## src/cgc_pkg.sv

```systemverilog
// shared constants, register map and carrier types of the counter gate control block
package cgc_pkg;

    // structure
    localparam int CGC_NCH = 8; // channel count
    localparam int CGC_CW = 32; // counter width
    localparam int CGC_AW = 8; // byte address width of the register window

    // register byte offsets
    localparam logic [7:0] CGC_OFS_SOFT = 8'h00; // soft gate control bits
    localparam logic [7:0] CGC_OFS_HWEN = 8'h04; // hard gate configured per channel
    localparam logic [7:0] CGC_OFS_CANCEL = 8'h08; // 1 cancel, 0 interrupt
    localparam logic [7:0] CGC_OFS_AUTO = 8'h0c; // auto stop at end value
    localparam logic [7:0] CGC_OFS_LOAD = 8'h10; // write 1 loads start value, reads 0
    localparam logic [7:0] CGC_OFS_STATUS = 8'h14; // gate states, read only
    localparam logic [2:0] CGC_BLK_START = 3'h2; // 0x40..0x5c start value per channel
    localparam logic [2:0] CGC_BLK_END = 3'h3; // 0x60..0x7c end value per channel
    localparam logic [2:0] CGC_BLK_COUNT = 3'h4; // 0x80..0x9c count value per channel

    // status field positions
    localparam int CGC_ST_GATE_LSB = 0; // internal gate bits
    localparam int CGC_ST_SOFT_LSB = 8; // soft gate open bits
    localparam int CGC_ST_HARD_LSB = 16; // hard gate open bits

    // reset values
    localparam logic [7:0] CGC_RST_SOFT = 8'h00;
    localparam logic [7:0] CGC_RST_HWEN = 8'h00;
    localparam logic [7:0] CGC_RST_CANCEL = 8'h00;
    localparam logic [7:0] CGC_RST_AUTO = 8'h00;
    localparam logic [31:0] CGC_RST_START = 32'h00000000;
    localparam logic [31:0] CGC_RST_END = 32'hffffffff;
    localparam logic [31:0] CGC_RST_COUNT = 32'h00000000;

    // per channel configuration carried together
    typedef struct packed {
        logic hw_en; // hard gate configured
        logic cancel; // close cancels instead of interrupting
        logic auto_stop; // count value may close the gate
    } cgc_cfg_t;

    // status word layout, gate bits lowest
    typedef struct packed {
        logic [7:0] hard_open;
        logic [7:0] soft_open;
        logic [7:0] gate;
    } cgc_stat_t;

endpackage : cgc_pkg

```

## src/cgc_sync.sv

```systemverilog
// two flop synchroniser with a third stage for edge detection
`timescale 1ns/1ps
module cgc_sync #(
    parameter int W = 8
) (
    input wire logic clk,
    input wire logic rst,
    input wire logic [W-1:0] din,
    output logic [W-1:0] lvl,
    output logic [W-1:0] rise,
    output logic [W-1:0] fall
);
    logic [W-1:0] meta_r; // first stage, read only by the second
    logic [W-1:0] sync_r; // settled level
    logic [W-1:0] last_r; // previous settled level

    // chain runs through reset too, so a pin already high at release is no edge
    always_ff @(posedge clk) begin
        meta_r <= din;
        sync_r <= meta_r;
        last_r <= sync_r;
    end

    assign lvl = sync_r;
    // edges are masked while reset is held
    assign rise = sync_r & ~last_r & ~{W{rst}};
    assign fall = ~sync_r & last_r & ~{W{rst}};

endmodule : cgc_sync

```

## src/cgc_count.sv

```systemverilog
// one channel counter: load, hold, step and end value hit
`timescale 1ns/1ps
module cgc_count #(
    parameter int CW = 32
) (
    input wire logic clk,
    input wire logic rst,
    input wire logic load,
    input wire logic [CW-1:0] load_val,
    input wire logic step,
    input wire logic stop_en,
    input wire logic [CW-1:0] end_val,
    input wire logic [CW-1:0] rst_val,
    output logic [CW-1:0] count,
    output logic hit
);
    logic [CW-1:0] count_r; // present count
    logic [CW-1:0] count_nxt; // count after one step

    assign count_nxt = count_r + {{(CW-1){1'b0}}, 1'b1};

    // load beats step; with no step the value simply holds
    always_ff @(posedge clk) begin
        if (rst) begin
            count_r <= rst_val;
        end else if (load) begin
            count_r <= load_val;
        end else if (step) begin
            count_r <= count_nxt;
        end
    end

    // last step onto the end value asks the gate to close
    assign hit = step & stop_en & (count_nxt == end_val);
    assign count = count_r;

endmodule : cgc_count

```

## src/cgc_top.sv

```systemverilog
// counter gate control: eight channels of soft, hard and internal gates with avalon registers
//
// Decided for this implementation: the register addresses and the Avalon-MM slave port.
`timescale 1ns/1ps
module cgc_top
    import cgc_pkg::*;
#(
    parameter int NCH = CGC_NCH,
    parameter int CW = CGC_CW
) (
    input wire logic CLK,
    input wire logic RST,
    // avalon-mm slave
    input wire logic [CGC_AW-1:0] AVS_ADDRESS,
    input wire logic AVS_READ,
    input wire logic AVS_WRITE,
    input wire logic [31:0] AVS_WRITEDATA,
    input wire logic [3:0] AVS_BYTEENABLE,
    output logic [31:0] AVS_READDATA,
    output logic AVS_WAITREQUEST,
    // field signals
    input wire logic [NCH-1:0] HARD_GATE_INPUTS,
    input wire logic [NCH-1:0] COUNT_INPUTS,
    // results
    output logic [NCH-1:0] GATE_OPEN,
    output logic [NCH-1:0] PULSE_OUT
);

    // one channel, end to end:
    // pins pass two sync flops and an edge stage
    // soft gate opens on a rise of its bit only
    // clearing the bit closes the soft gate
    // hard gate follows pin edges, not its level
    // an unconfigured hard gate counts as open
    // internal gate is the and of the two
    // a count edge on an open gate steps the counter, except in a reload cycle
    // the pulse output shows that step a cycle later
    // cancel reloads the start on every opening edge
    // interrupt keeps the held value
    // gate output and status lag by one cycle
    // limitation: pin pulses under two clocks may be lost
    // pins are taken as free of bounce; no filter
    // trade-off: one wait cycle keeps read data in a flop

    // ------------------------------------------------------------------
    // register state
    // ------------------------------------------------------------------
    logic [7:0] soft_gate_ctrl_bits_r; // software level per channel
    logic [7:0] soft_prev_r; // last seen level, for the rise
    logic [7:0] hwen_r; // hard gate configured
    logic [7:0] cancel_r; // cancel or interrupt selection
    logic [7:0] auto_r; // auto stop enable
    logic [CW-1:0] start_r [NCH]; // start values
    logic [CW-1:0] end_r [NCH]; // end values

    // gate state
    logic [NCH-1:0] soft_open_r; // soft gate open
    logic [NCH-1:0] hard_open_r; // hard gate open
    logic [NCH-1:0] gate_prev_r; // internal gate one cycle ago
    logic [NCH-1:0] gate_int; // internal gate now
    logic [NCH-1:0] soft_rise; // control bit went 0 to 1
    logic [NCH-1:0] reopen; // internal gate opening edge
    logic [NCH-1:0] load; // counter reload request
    logic [NCH-1:0] step; // pulse that reaches the counter
    logic [NCH-1:0] hit; // end value reached, close the gate
    logic [NCH-1:0] load_cmd; // software load strobe
    logic [CW-1:0] count [NCH]; // counter values

    // synchronised field inputs
    logic [NCH-1:0] hard_rise; // hard pin went 0 to 1
    logic [NCH-1:0] hard_fall; // hard pin went 1 to 0
    logic [NCH-1:0] cnt_rise; // one count pulse

    // bus handshake
    logic wait_r; // waitrequest, high while idle
    logic [31:0] rdata_r; // read data flop
    logic [31:0] rdata_nxt; // decoded read value
    logic wr_go; // write takes effect this edge
    logic [2:0] blk; // coarse address block
    logic [2:0] idx; // word index inside a block
    cgc_stat_t stat; // status word

    // ------------------------------------------------------------------
    // input synchronisers: every field signal passes two flops first
    // ------------------------------------------------------------------
    cgc_sync #(
        .W(NCH)
    ) u_sync_hard (
        .clk(CLK),
        .rst(RST),
        .din(HARD_GATE_INPUTS),
        .lvl(),
        .rise(hard_rise),
        .fall(hard_fall)
    );

    // count pins need only the rise
    cgc_sync #(
        .W(NCH)
    ) u_sync_cnt (
        .clk(CLK),
        .rst(RST),
        .din(COUNT_INPUTS),
        .lvl(),
        .rise(cnt_rise),
        .fall()
    );

    // ------------------------------------------------------------------
    // avalon decode
    // ------------------------------------------------------------------
    assign blk = AVS_ADDRESS[7:5];
    assign idx = AVS_ADDRESS[4:2];
    // a write lands at the edge where the master sees waitrequest low
    assign wr_go = AVS_WRITE & ~wait_r;

    // byte lane merge for a 32-bit register
    // lanes with their enable low keep the old byte
    function automatic logic [31:0] be_merge(input logic [31:0] old_v,
                                             input logic [31:0] new_v,
                                             input logic [3:0] be);
        logic [31:0] res;
        res = old_v;
        for (int b = 0; b < 4; b++) begin
            if (be[b]) begin
                res[8*b +: 8] = new_v[8*b +: 8];
            end
        end
        return res;
    endfunction : be_merge

    // fixed latency: take at one edge, answer at the next;
    // the master holds its request until waitrequest is low
    // one wait cycle per access: waitrequest drops for exactly one cycle
    always_ff @(posedge CLK) begin
        if (RST) begin
            wait_r <= 1'b1;
        end else if ((AVS_READ | AVS_WRITE) & wait_r) begin
            wait_r <= 1'b0;
        end else begin
            wait_r <= 1'b1;
        end
    end

    // status word gathers live gate states
    // upper status bits read zero
    always_comb begin
        stat.gate = '0;
        stat.soft_open = '0;
        stat.hard_open = '0;
        stat.gate[NCH-1:0] = gate_prev_r;
        stat.soft_open[NCH-1:0] = soft_open_r;
        stat.hard_open[NCH-1:0] = hard_open_r;
    end

    // read mux; unmapped addresses read zero
    // count and status are live values at the take edge
    always_comb begin
        rdata_nxt = 32'h00000000;
        if (blk == 3'h0) begin
            unique case (AVS_ADDRESS)
                CGC_OFS_SOFT: rdata_nxt = {24'h000000, soft_gate_ctrl_bits_r};
                CGC_OFS_HWEN: rdata_nxt = {24'h000000, hwen_r};
                CGC_OFS_CANCEL: rdata_nxt = {24'h000000, cancel_r};
                CGC_OFS_AUTO: rdata_nxt = {24'h000000, auto_r};
                CGC_OFS_STATUS: rdata_nxt = {8'h00, stat};
                default: rdata_nxt = 32'h00000000; // load strobe and holes
            endcase
        end else if (blk == CGC_BLK_START) begin
            rdata_nxt = 32'(start_r[idx]);
        end else if (blk == CGC_BLK_END) begin
            rdata_nxt = 32'(end_r[idx]);
        end else if (blk == CGC_BLK_COUNT) begin
            rdata_nxt = 32'(count[idx]);
        end
    end

    // read data is captured as waitrequest falls, so it stands when sampled
    // a write leaves this flop untouched
    always_ff @(posedge CLK) begin
        if (RST) begin
            rdata_r <= 32'h00000000;
        end else if (AVS_READ & wait_r) begin
            rdata_r <= rdata_nxt;
        end
    end

    // ------------------------------------------------------------------
    // configuration registers
    // ------------------------------------------------------------------
    // only byte lane 0 carries the eight channel bits
    always_ff @(posedge CLK) begin
        if (RST) begin
            soft_gate_ctrl_bits_r <= CGC_RST_SOFT;
            hwen_r <= CGC_RST_HWEN;
            cancel_r <= CGC_RST_CANCEL;
            auto_r <= CGC_RST_AUTO;
        end else if (wr_go & AVS_BYTEENABLE[0]) begin
            if (AVS_ADDRESS == CGC_OFS_SOFT) begin
                soft_gate_ctrl_bits_r <= AVS_WRITEDATA[7:0];
            end
            if (AVS_ADDRESS == CGC_OFS_HWEN) begin
                hwen_r <= AVS_WRITEDATA[7:0];
            end
            if (AVS_ADDRESS == CGC_OFS_CANCEL) begin
                cancel_r <= AVS_WRITEDATA[7:0];
            end
            if (AVS_ADDRESS == CGC_OFS_AUTO) begin
                auto_r <= AVS_WRITEDATA[7:0];
            end
        end
    end

    // load strobe is a one-cycle pulse, never stored
    // it and a cancel reload write the same start value,
    // so the two sources never conflict
    always_comb begin
        load_cmd = '0;
        if (wr_go & AVS_BYTEENABLE[0] & (AVS_ADDRESS == CGC_OFS_LOAD)) begin
            load_cmd = AVS_WRITEDATA[NCH-1:0];
        end
    end

    // previous soft level, so holding the bit high is not a new rise
    // its reset equals the bit's reset: no false rise
    always_ff @(posedge CLK) begin
        if (RST) begin
            soft_prev_r <= CGC_RST_SOFT;
        end else begin
            soft_prev_r <= soft_gate_ctrl_bits_r;
        end
    end

    // ------------------------------------------------------------------
    // per channel gate logic
    // ------------------------------------------------------------------
    // one copy per channel; channels share only the bus
    // decode and the synchronisers
    // auto stop clears only the soft gate, so a fresh
    // 0 to 1 of the bit is needed to count again
    for (genvar ch = 0; ch < NCH; ch++) begin : g_ch
        cgc_cfg_t cfg; // this channel's configuration

        assign cfg.hw_en = hwen_r[ch];
        assign cfg.cancel = cancel_r[ch];
        assign cfg.auto_stop = auto_r[ch];

        // start and end value words, byte lanes honoured
        always_ff @(posedge CLK) begin
            if (RST) begin
                start_r[ch] <= CW'(CGC_RST_START);
                end_r[ch] <= CW'(CGC_RST_END);
            end else if (wr_go & (idx == 3'(ch))) begin
                if (blk == CGC_BLK_START) begin
                    start_r[ch] <= CW'(be_merge(32'(start_r[ch]), AVS_WRITEDATA,
                                                AVS_BYTEENABLE));
                end
                if (blk == CGC_BLK_END) begin
                    end_r[ch] <= CW'(be_merge(32'(end_r[ch]), AVS_WRITEDATA,
                                              AVS_BYTEENABLE));
                end
            end
        end

        assign soft_rise[ch] = soft_gate_ctrl_bits_r[ch] & ~soft_prev_r[ch];

        // soft gate: the rise opens and wins over an end value close
        always_ff @(posedge CLK) begin
            if (RST) begin
                soft_open_r[ch] <= 1'b0;
            end else if (~soft_gate_ctrl_bits_r[ch]) begin
                soft_open_r[ch] <= 1'b0;
            end else if (soft_rise[ch]) begin
                soft_open_r[ch] <= 1'b1;
            end else if (hit[ch]) begin
                soft_open_r[ch] <= 1'b0;
            end
        end

        // hard gate tracks edges only; a level high at reset stays closed
        always_ff @(posedge CLK) begin
            if (RST) begin
                hard_open_r[ch] <= 1'b0;
            end else if (hard_rise[ch]) begin
                hard_open_r[ch] <= 1'b1;
            end else if (hard_fall[ch]) begin
                hard_open_r[ch] <= 1'b0;
            end
        end

        // hard state keeps tracking while unconfigured, so
        // enabling it later uses the pin's real state
        // and of both gates; an unconfigured hard gate counts as open
        assign gate_int[ch] = soft_open_r[ch] & (hard_open_r[ch] | ~cfg.hw_en);

        // gate history for the reopen edge
        always_ff @(posedge CLK) begin
            if (RST) begin
                gate_prev_r[ch] <= 1'b0;
            end else begin
                gate_prev_r[ch] <= gate_int[ch];
            end
        end

        assign reopen[ch] = gate_int[ch] & ~gate_prev_r[ch];
        // cancel reloads on reopen; interrupt keeps the held value
        assign load[ch] = load_cmd[ch] | (reopen[ch] & cfg.cancel);
        // pulses pass only while the internal gate is open
        // load wins, so a pulse in the reload cycle is dropped
        assign step[ch] = cnt_rise[ch] & gate_int[ch] & ~load[ch];

        cgc_count #(
            .CW(CW)
        ) u_count (
            .clk(CLK),
            .rst(RST),
            .load(load[ch]),
            .load_val(start_r[ch]),
            .step(step[ch]),
            .stop_en(cfg.auto_stop),
            .end_val(end_r[ch]),
            .rst_val(CW'(CGC_RST_COUNT)),
            .count(count[ch]),
            .hit(hit[ch])
        );
    end

    // ------------------------------------------------------------------
    // registered outputs
    // ------------------------------------------------------------------
    // forwarded pulses trail the counter step by one cycle
    always_ff @(posedge CLK) begin
        if (RST) begin
            PULSE_OUT <= '0;
        end else begin
            PULSE_OUT <= step;
        end
    end

    // gate history doubles as the registered gate output
    assign GATE_OPEN = gate_prev_r;
    assign AVS_WAITREQUEST = wait_r;
    assign AVS_READDATA = rdata_r;

endmodule : cgc_top

```

## config.mk

```make
export PLATFORM = sky130hd
export DESIGN_NAME = cgc_top
export DESIGN_NICKNAME = d
export VERILOG_FILES = /design/src/cgc_pkg.sv /design/src/cgc_sync.sv /design/src/cgc_count.sv /design/src/cgc_top.sv
export SDC_FILE = /design/constraint.sdc
export NUM_CORES = 2
export LEC_CHECK = 0
export ABC_CLOCK_PERIOD_IN_PS = 3750
export BUFFER_PORTS_ARGS = -buffer_cell sky130_fd_sc_hd__buf_2
export CAP_MARGIN = 20
export CORE_MARGIN = 2
export CORE_UTILIZATION = 40
export DETAILED_ROUTE_END_ITERATION = 10
export PLACE_DENSITY = 0.52
export SYNTH_ARGS = -nofsm -noshare
export SYNTH_HDL_FRONTEND = slang
export SYNTH_SLANG_ARGS = --single-unit
```

## constraint.sdc

```tcl
create_clock -name CLK -period 3.75 [get_ports CLK]
set_clock_uncertainty 0.15 [all_clocks]
set_input_delay 0.75 -clock CLK [delete_from_list [all_inputs] [get_ports CLK]]
set_output_delay 0.75 -clock CLK [all_outputs]
set_load 0.05 [all_outputs]
```

==> summary.md <==
| Metric | Value |
|---|---|
| Syn nets | `5,197` |
| Detailed Place HPWL | `171 mm` |
| CTS clk-pin slew, worst paths | `0.06 ns` |
| Die outline area | `133,000 µm²` |
| Max-Cap Viols | `0` |
| Async set or reset register ratio after synthesis | `0%` |
| Max-slew violations | `0` |
| Vias in the first global route | `39,900` |
| Data arrival, critical path | `4.09 ns` |
| I/O pin total | `113` |
| Yosys reg bits | `921` |
| Cell area after synthesis | `52,000 µm²` |
| Post-synth top area cell | `edfxtp_1` |
| DRT Wirelength | `225 mm` |
| PD cells | `397 nW/µm²` |
| # DRC | `0` |
| Crit path max-delay cell type | `or4_1` |
| Lkg Pwr | `19.2 nW` |
| F_max | `274 MHz` |
| Cell variety after synth | `86` |
| Filler Cell Count | `12,100` |
| Bufs on Longest Clock Path | `3` |
| Crit-path max FO | `4` |
| Syn-to-layout area delta | `15.5%` |
| Post-DR vias/cell | `6.17` |
| Syn Area/Cell | `10.1 µm²` |
| Hold Violations, Final | `0` |
| Capturing element type of the critical path | `flop` |
| Crit-path leading delay family | `simple AND/OR/NAND/NOR gates` |
| Root Buffer | `clkbuf_16` |
| Final layout net count | `5,300` |
| Number of H-tree levels | `3` |
| HP Class | `input pin to flop` |
| Largest net degree at the start of global routing | `88` |
| WL/cell | `31.8 µm` |
| Final Cycle Share | `97.4%` |
| 1st-iter DRT viols | `6,218` |
| Worst-case vdd ir drop | `0.000365 V` |
| Hold slack | `0.103 ns` |
| Initial antenna violation count | `12` |
| Sequential share of the synthesized area | `45.3%` |
| Initial Util | `40.2%` |
| Critical Path Start Type | `flop` |
| Critical Path Max Stage Delay | `0.74 ns` |
| Final ANT Viol Nets | `0` |
| First-pass GRT wire length | `311 mm` |
| Clock Sinks | `921` |
| Worst-margin pin slew | `1.07 ns` |
| Final Wtd Congestion | `1.02` |
| Post-Synthesis Cells | `5,125` |
| Setup tns final | `0 ns` |
| TritonCTS Buffers | `108` |
| Setup slack, reg-to-reg | `0.1 ns` |
| GRT Total Usage | `33.1%` |
| RSZ-0062 raised after global routing | `no` |
| Die Ht | `365 µm` |
| Post-synth top area share | `29.6%` |
| Core region area | `129,000 µm²` |
| Vias | `43,600` |
| CTS tree | `done` |
| Synth warn | `0` |
| Setup Crit Path Kind | `flop to flop` |
| Skew-Pair Late Insertion Delay | `0.72 ns` |
| PortBufs | `112` |
| Die width | `365 µm` |
| Post-synth top flop | `edfxtp_1` |
| Slew HR | `28.0%` |
| CP bufs+invs | `0` |
| Status | `completed` |
| Final period demand of the worst path | `3.65 ns` |
| CP required | `4.18 ns` |
| FP Rows | `132` |
| Final Setup Violations | `0` |
| Number of enable flip-flop cells after synthesis | `512` |
| Fraction of layout cells with a size suffix above 1 | `17.1%` |
| GRT overflow | `0` |
| Drt pass-1 iters | `8` |
| Critical-path cell list | `ha_1, nand3_1, or4_1, or3_1, mux2i_1, or4_1, or4_1, nor4_1, nor2_1` |
| Top cells by area, synth | `edfxtp_1, dfxtp_1, mux4_2` |
| Cell repeated most along the worst path | `or4_1` |
## routing by layer
layer | part of all wire, % | global-route usage (%) | vias up
met5 | 0.0071 | 0 | -
met3 | 9.3 | 5.73 | 432
met2 | 43 | 49.6 | 2545
met1 | 42 | 46.5 | 21600
met4 | 5.4 | 15.8 | 2
li1 | - | - | 19100
## placed cells by master (no fill, tap or decap), drive strengths merged, types with 21 or more instances in the layout
cell / synthesis / routed
or4: 21 / 21
nor3b: 21 / 21
clkbuf: 371 / 137
buf: 90 / 438
or3: 342 / 342
nand3: 153 / 153
nor2: 437 / 437
edfxtp: 512 / 512
nor3: 90 / 90
and4: 30 / 30
dfxtp: 409 / 409
mux2i: 64 / 64
inv: 48 / 50
a21oi: 142 / 142
nor2b: 28 / 28
nand2: 416 / 416
a311oi: 80 / 80
xor2: 245 / 245
a211oi: 187 / 187
mux4: 201 / 201
nand4: 129 / 129
o21ai: 168 / 168
nor4: 55 / 55
and3: 37 / 37
and2: 279 / 279
xnor2: 302 / 302
clkinv: 0 / 40
## Yosys cell counts (all sizes together), types with 17 or more instances
master and n:
edfxtp 512, nor2 437, nand2 416, dfxtp 409, clkbuf 371, or3 342
xnor2 302, and2 279, xor2 245, mux4 201, a211oi 187, o21ai 168
nand3 153, a21oi 142, nand4 129, buf 90, nor3 90, a311oi 80
mux2i 64, nor4 55, inv 48, and3 37, and4 30, nor2b 28
nor3b 21, or4 21, a31oi 19, nand2b 19, a2111oi 17, a22oi 17
mux2 17
## final timing paths
path | from | end | cells past startpoint
worst min-delay path | AVS_READ | AVS_WAITREQUEST | 2
worst min register to register | u_sync_cnt.meta_r[0] | u_sync_cnt.lvl[0] | 0
worst max-delay path | g_ch[3].u_count.count[0] | soft_open_r[3] | 9
worst max register to register | g_ch[3].u_count.count[0] | soft_open_r[3] | 9
## flip-flops by register name, indices dropped and copies added (netlist names), 32 cells and up
name	flops
AVS_READDATA	32
g_ch.u_count.count	256
end_r	256
start_r	256
## cell type report
class | count | area, µm² | share of cell area (%)
inverter | 48 | 180 | 0.300
antenna | 5 | 12.5 | 0.0208
timing repair buffer | 454 | 3620 | 6.03
clock buffer | 137 | 3010 | 5.02
sequential | 921 | 23600 | 39.2
tap | 1742 | 2180 | 3.63
multi-input combinational | 3695 | 26700 | 44.4
clock inverter | 68 | 800 | 1.33
## worst reg2reg max path: stages, from the launching register on
cell     delay, ns
dfxtp_1       0.34
ha_1          0.17
nand3_1       0.18
or4_1         0.74
or3_1         0.41
mux2i_1       0.14
or4_1         0.50
or4_1         0.52
nor4_1        0.30
nor2_1        0.07
## report_power, final
| part | internal (mW) | total, mW | leakage [nW] | switching [mW] |
|---|---|---|---|---|
| Clock | 6.78 | 11.5 | 1.86 | 4.67 |
| Sequential | 10.8 | 11.0 | 7.70 | 0.175 |
| Combinational | 0.416 | 1.41 | 9.61 | 0.993 |
| Total | 18.0 | 23.8 | 19.2 | 5.84 |
## through the flow
stage / area [µm²] / power (mW) / worst slack (ns) / cells / util [%]
final: 60100 / 23.8 / 0.0988 / 7070 / 46.4
after global routing: 60000 / 24.4 / 0.0252 / 7065 / 46.4
after CTS: 60000 / 23.9 / 0.130 / 7064 / 46.4
after detailed placement: 56000 / 12.5 / -0.181 / 6842 / 43.3
after global placement: 56000 / 12.5 / -0.726 / 6841 / 43.3
after floorplan: 52000 / 11.8 / 0.310 / 5125 / -
## cells by family (layout without fill, tap and decap cells)
family,after synthesis,count (layout),synth area share [%]
multiplexers,282,282,10.3
adder cells (fa/ha/maj),9,9,0.212
other,0,5,0
AO/OA/AOI/OAI,743,743,9.63
buffers and inverters,509,707,3.83
XOR/XNOR,547,547,9.21
flip-flops,921,921,45.3
AND/OR/NAND/NOR,2114,2114,21.5
## repair_timing
item / 4_1_cts / 5_1_grt
endpoints found under the setup margin: 1 / 1
buffers inserted: 1 / 0
hold buffers: 16 / 0
hold endpoints to repair: 16 / 0
pin swaps: 1 / 0
gates cloned: 0 / 0
gates resized for setup: 0 / 4
Note: power is estimated with default switching activity, not from simulation.
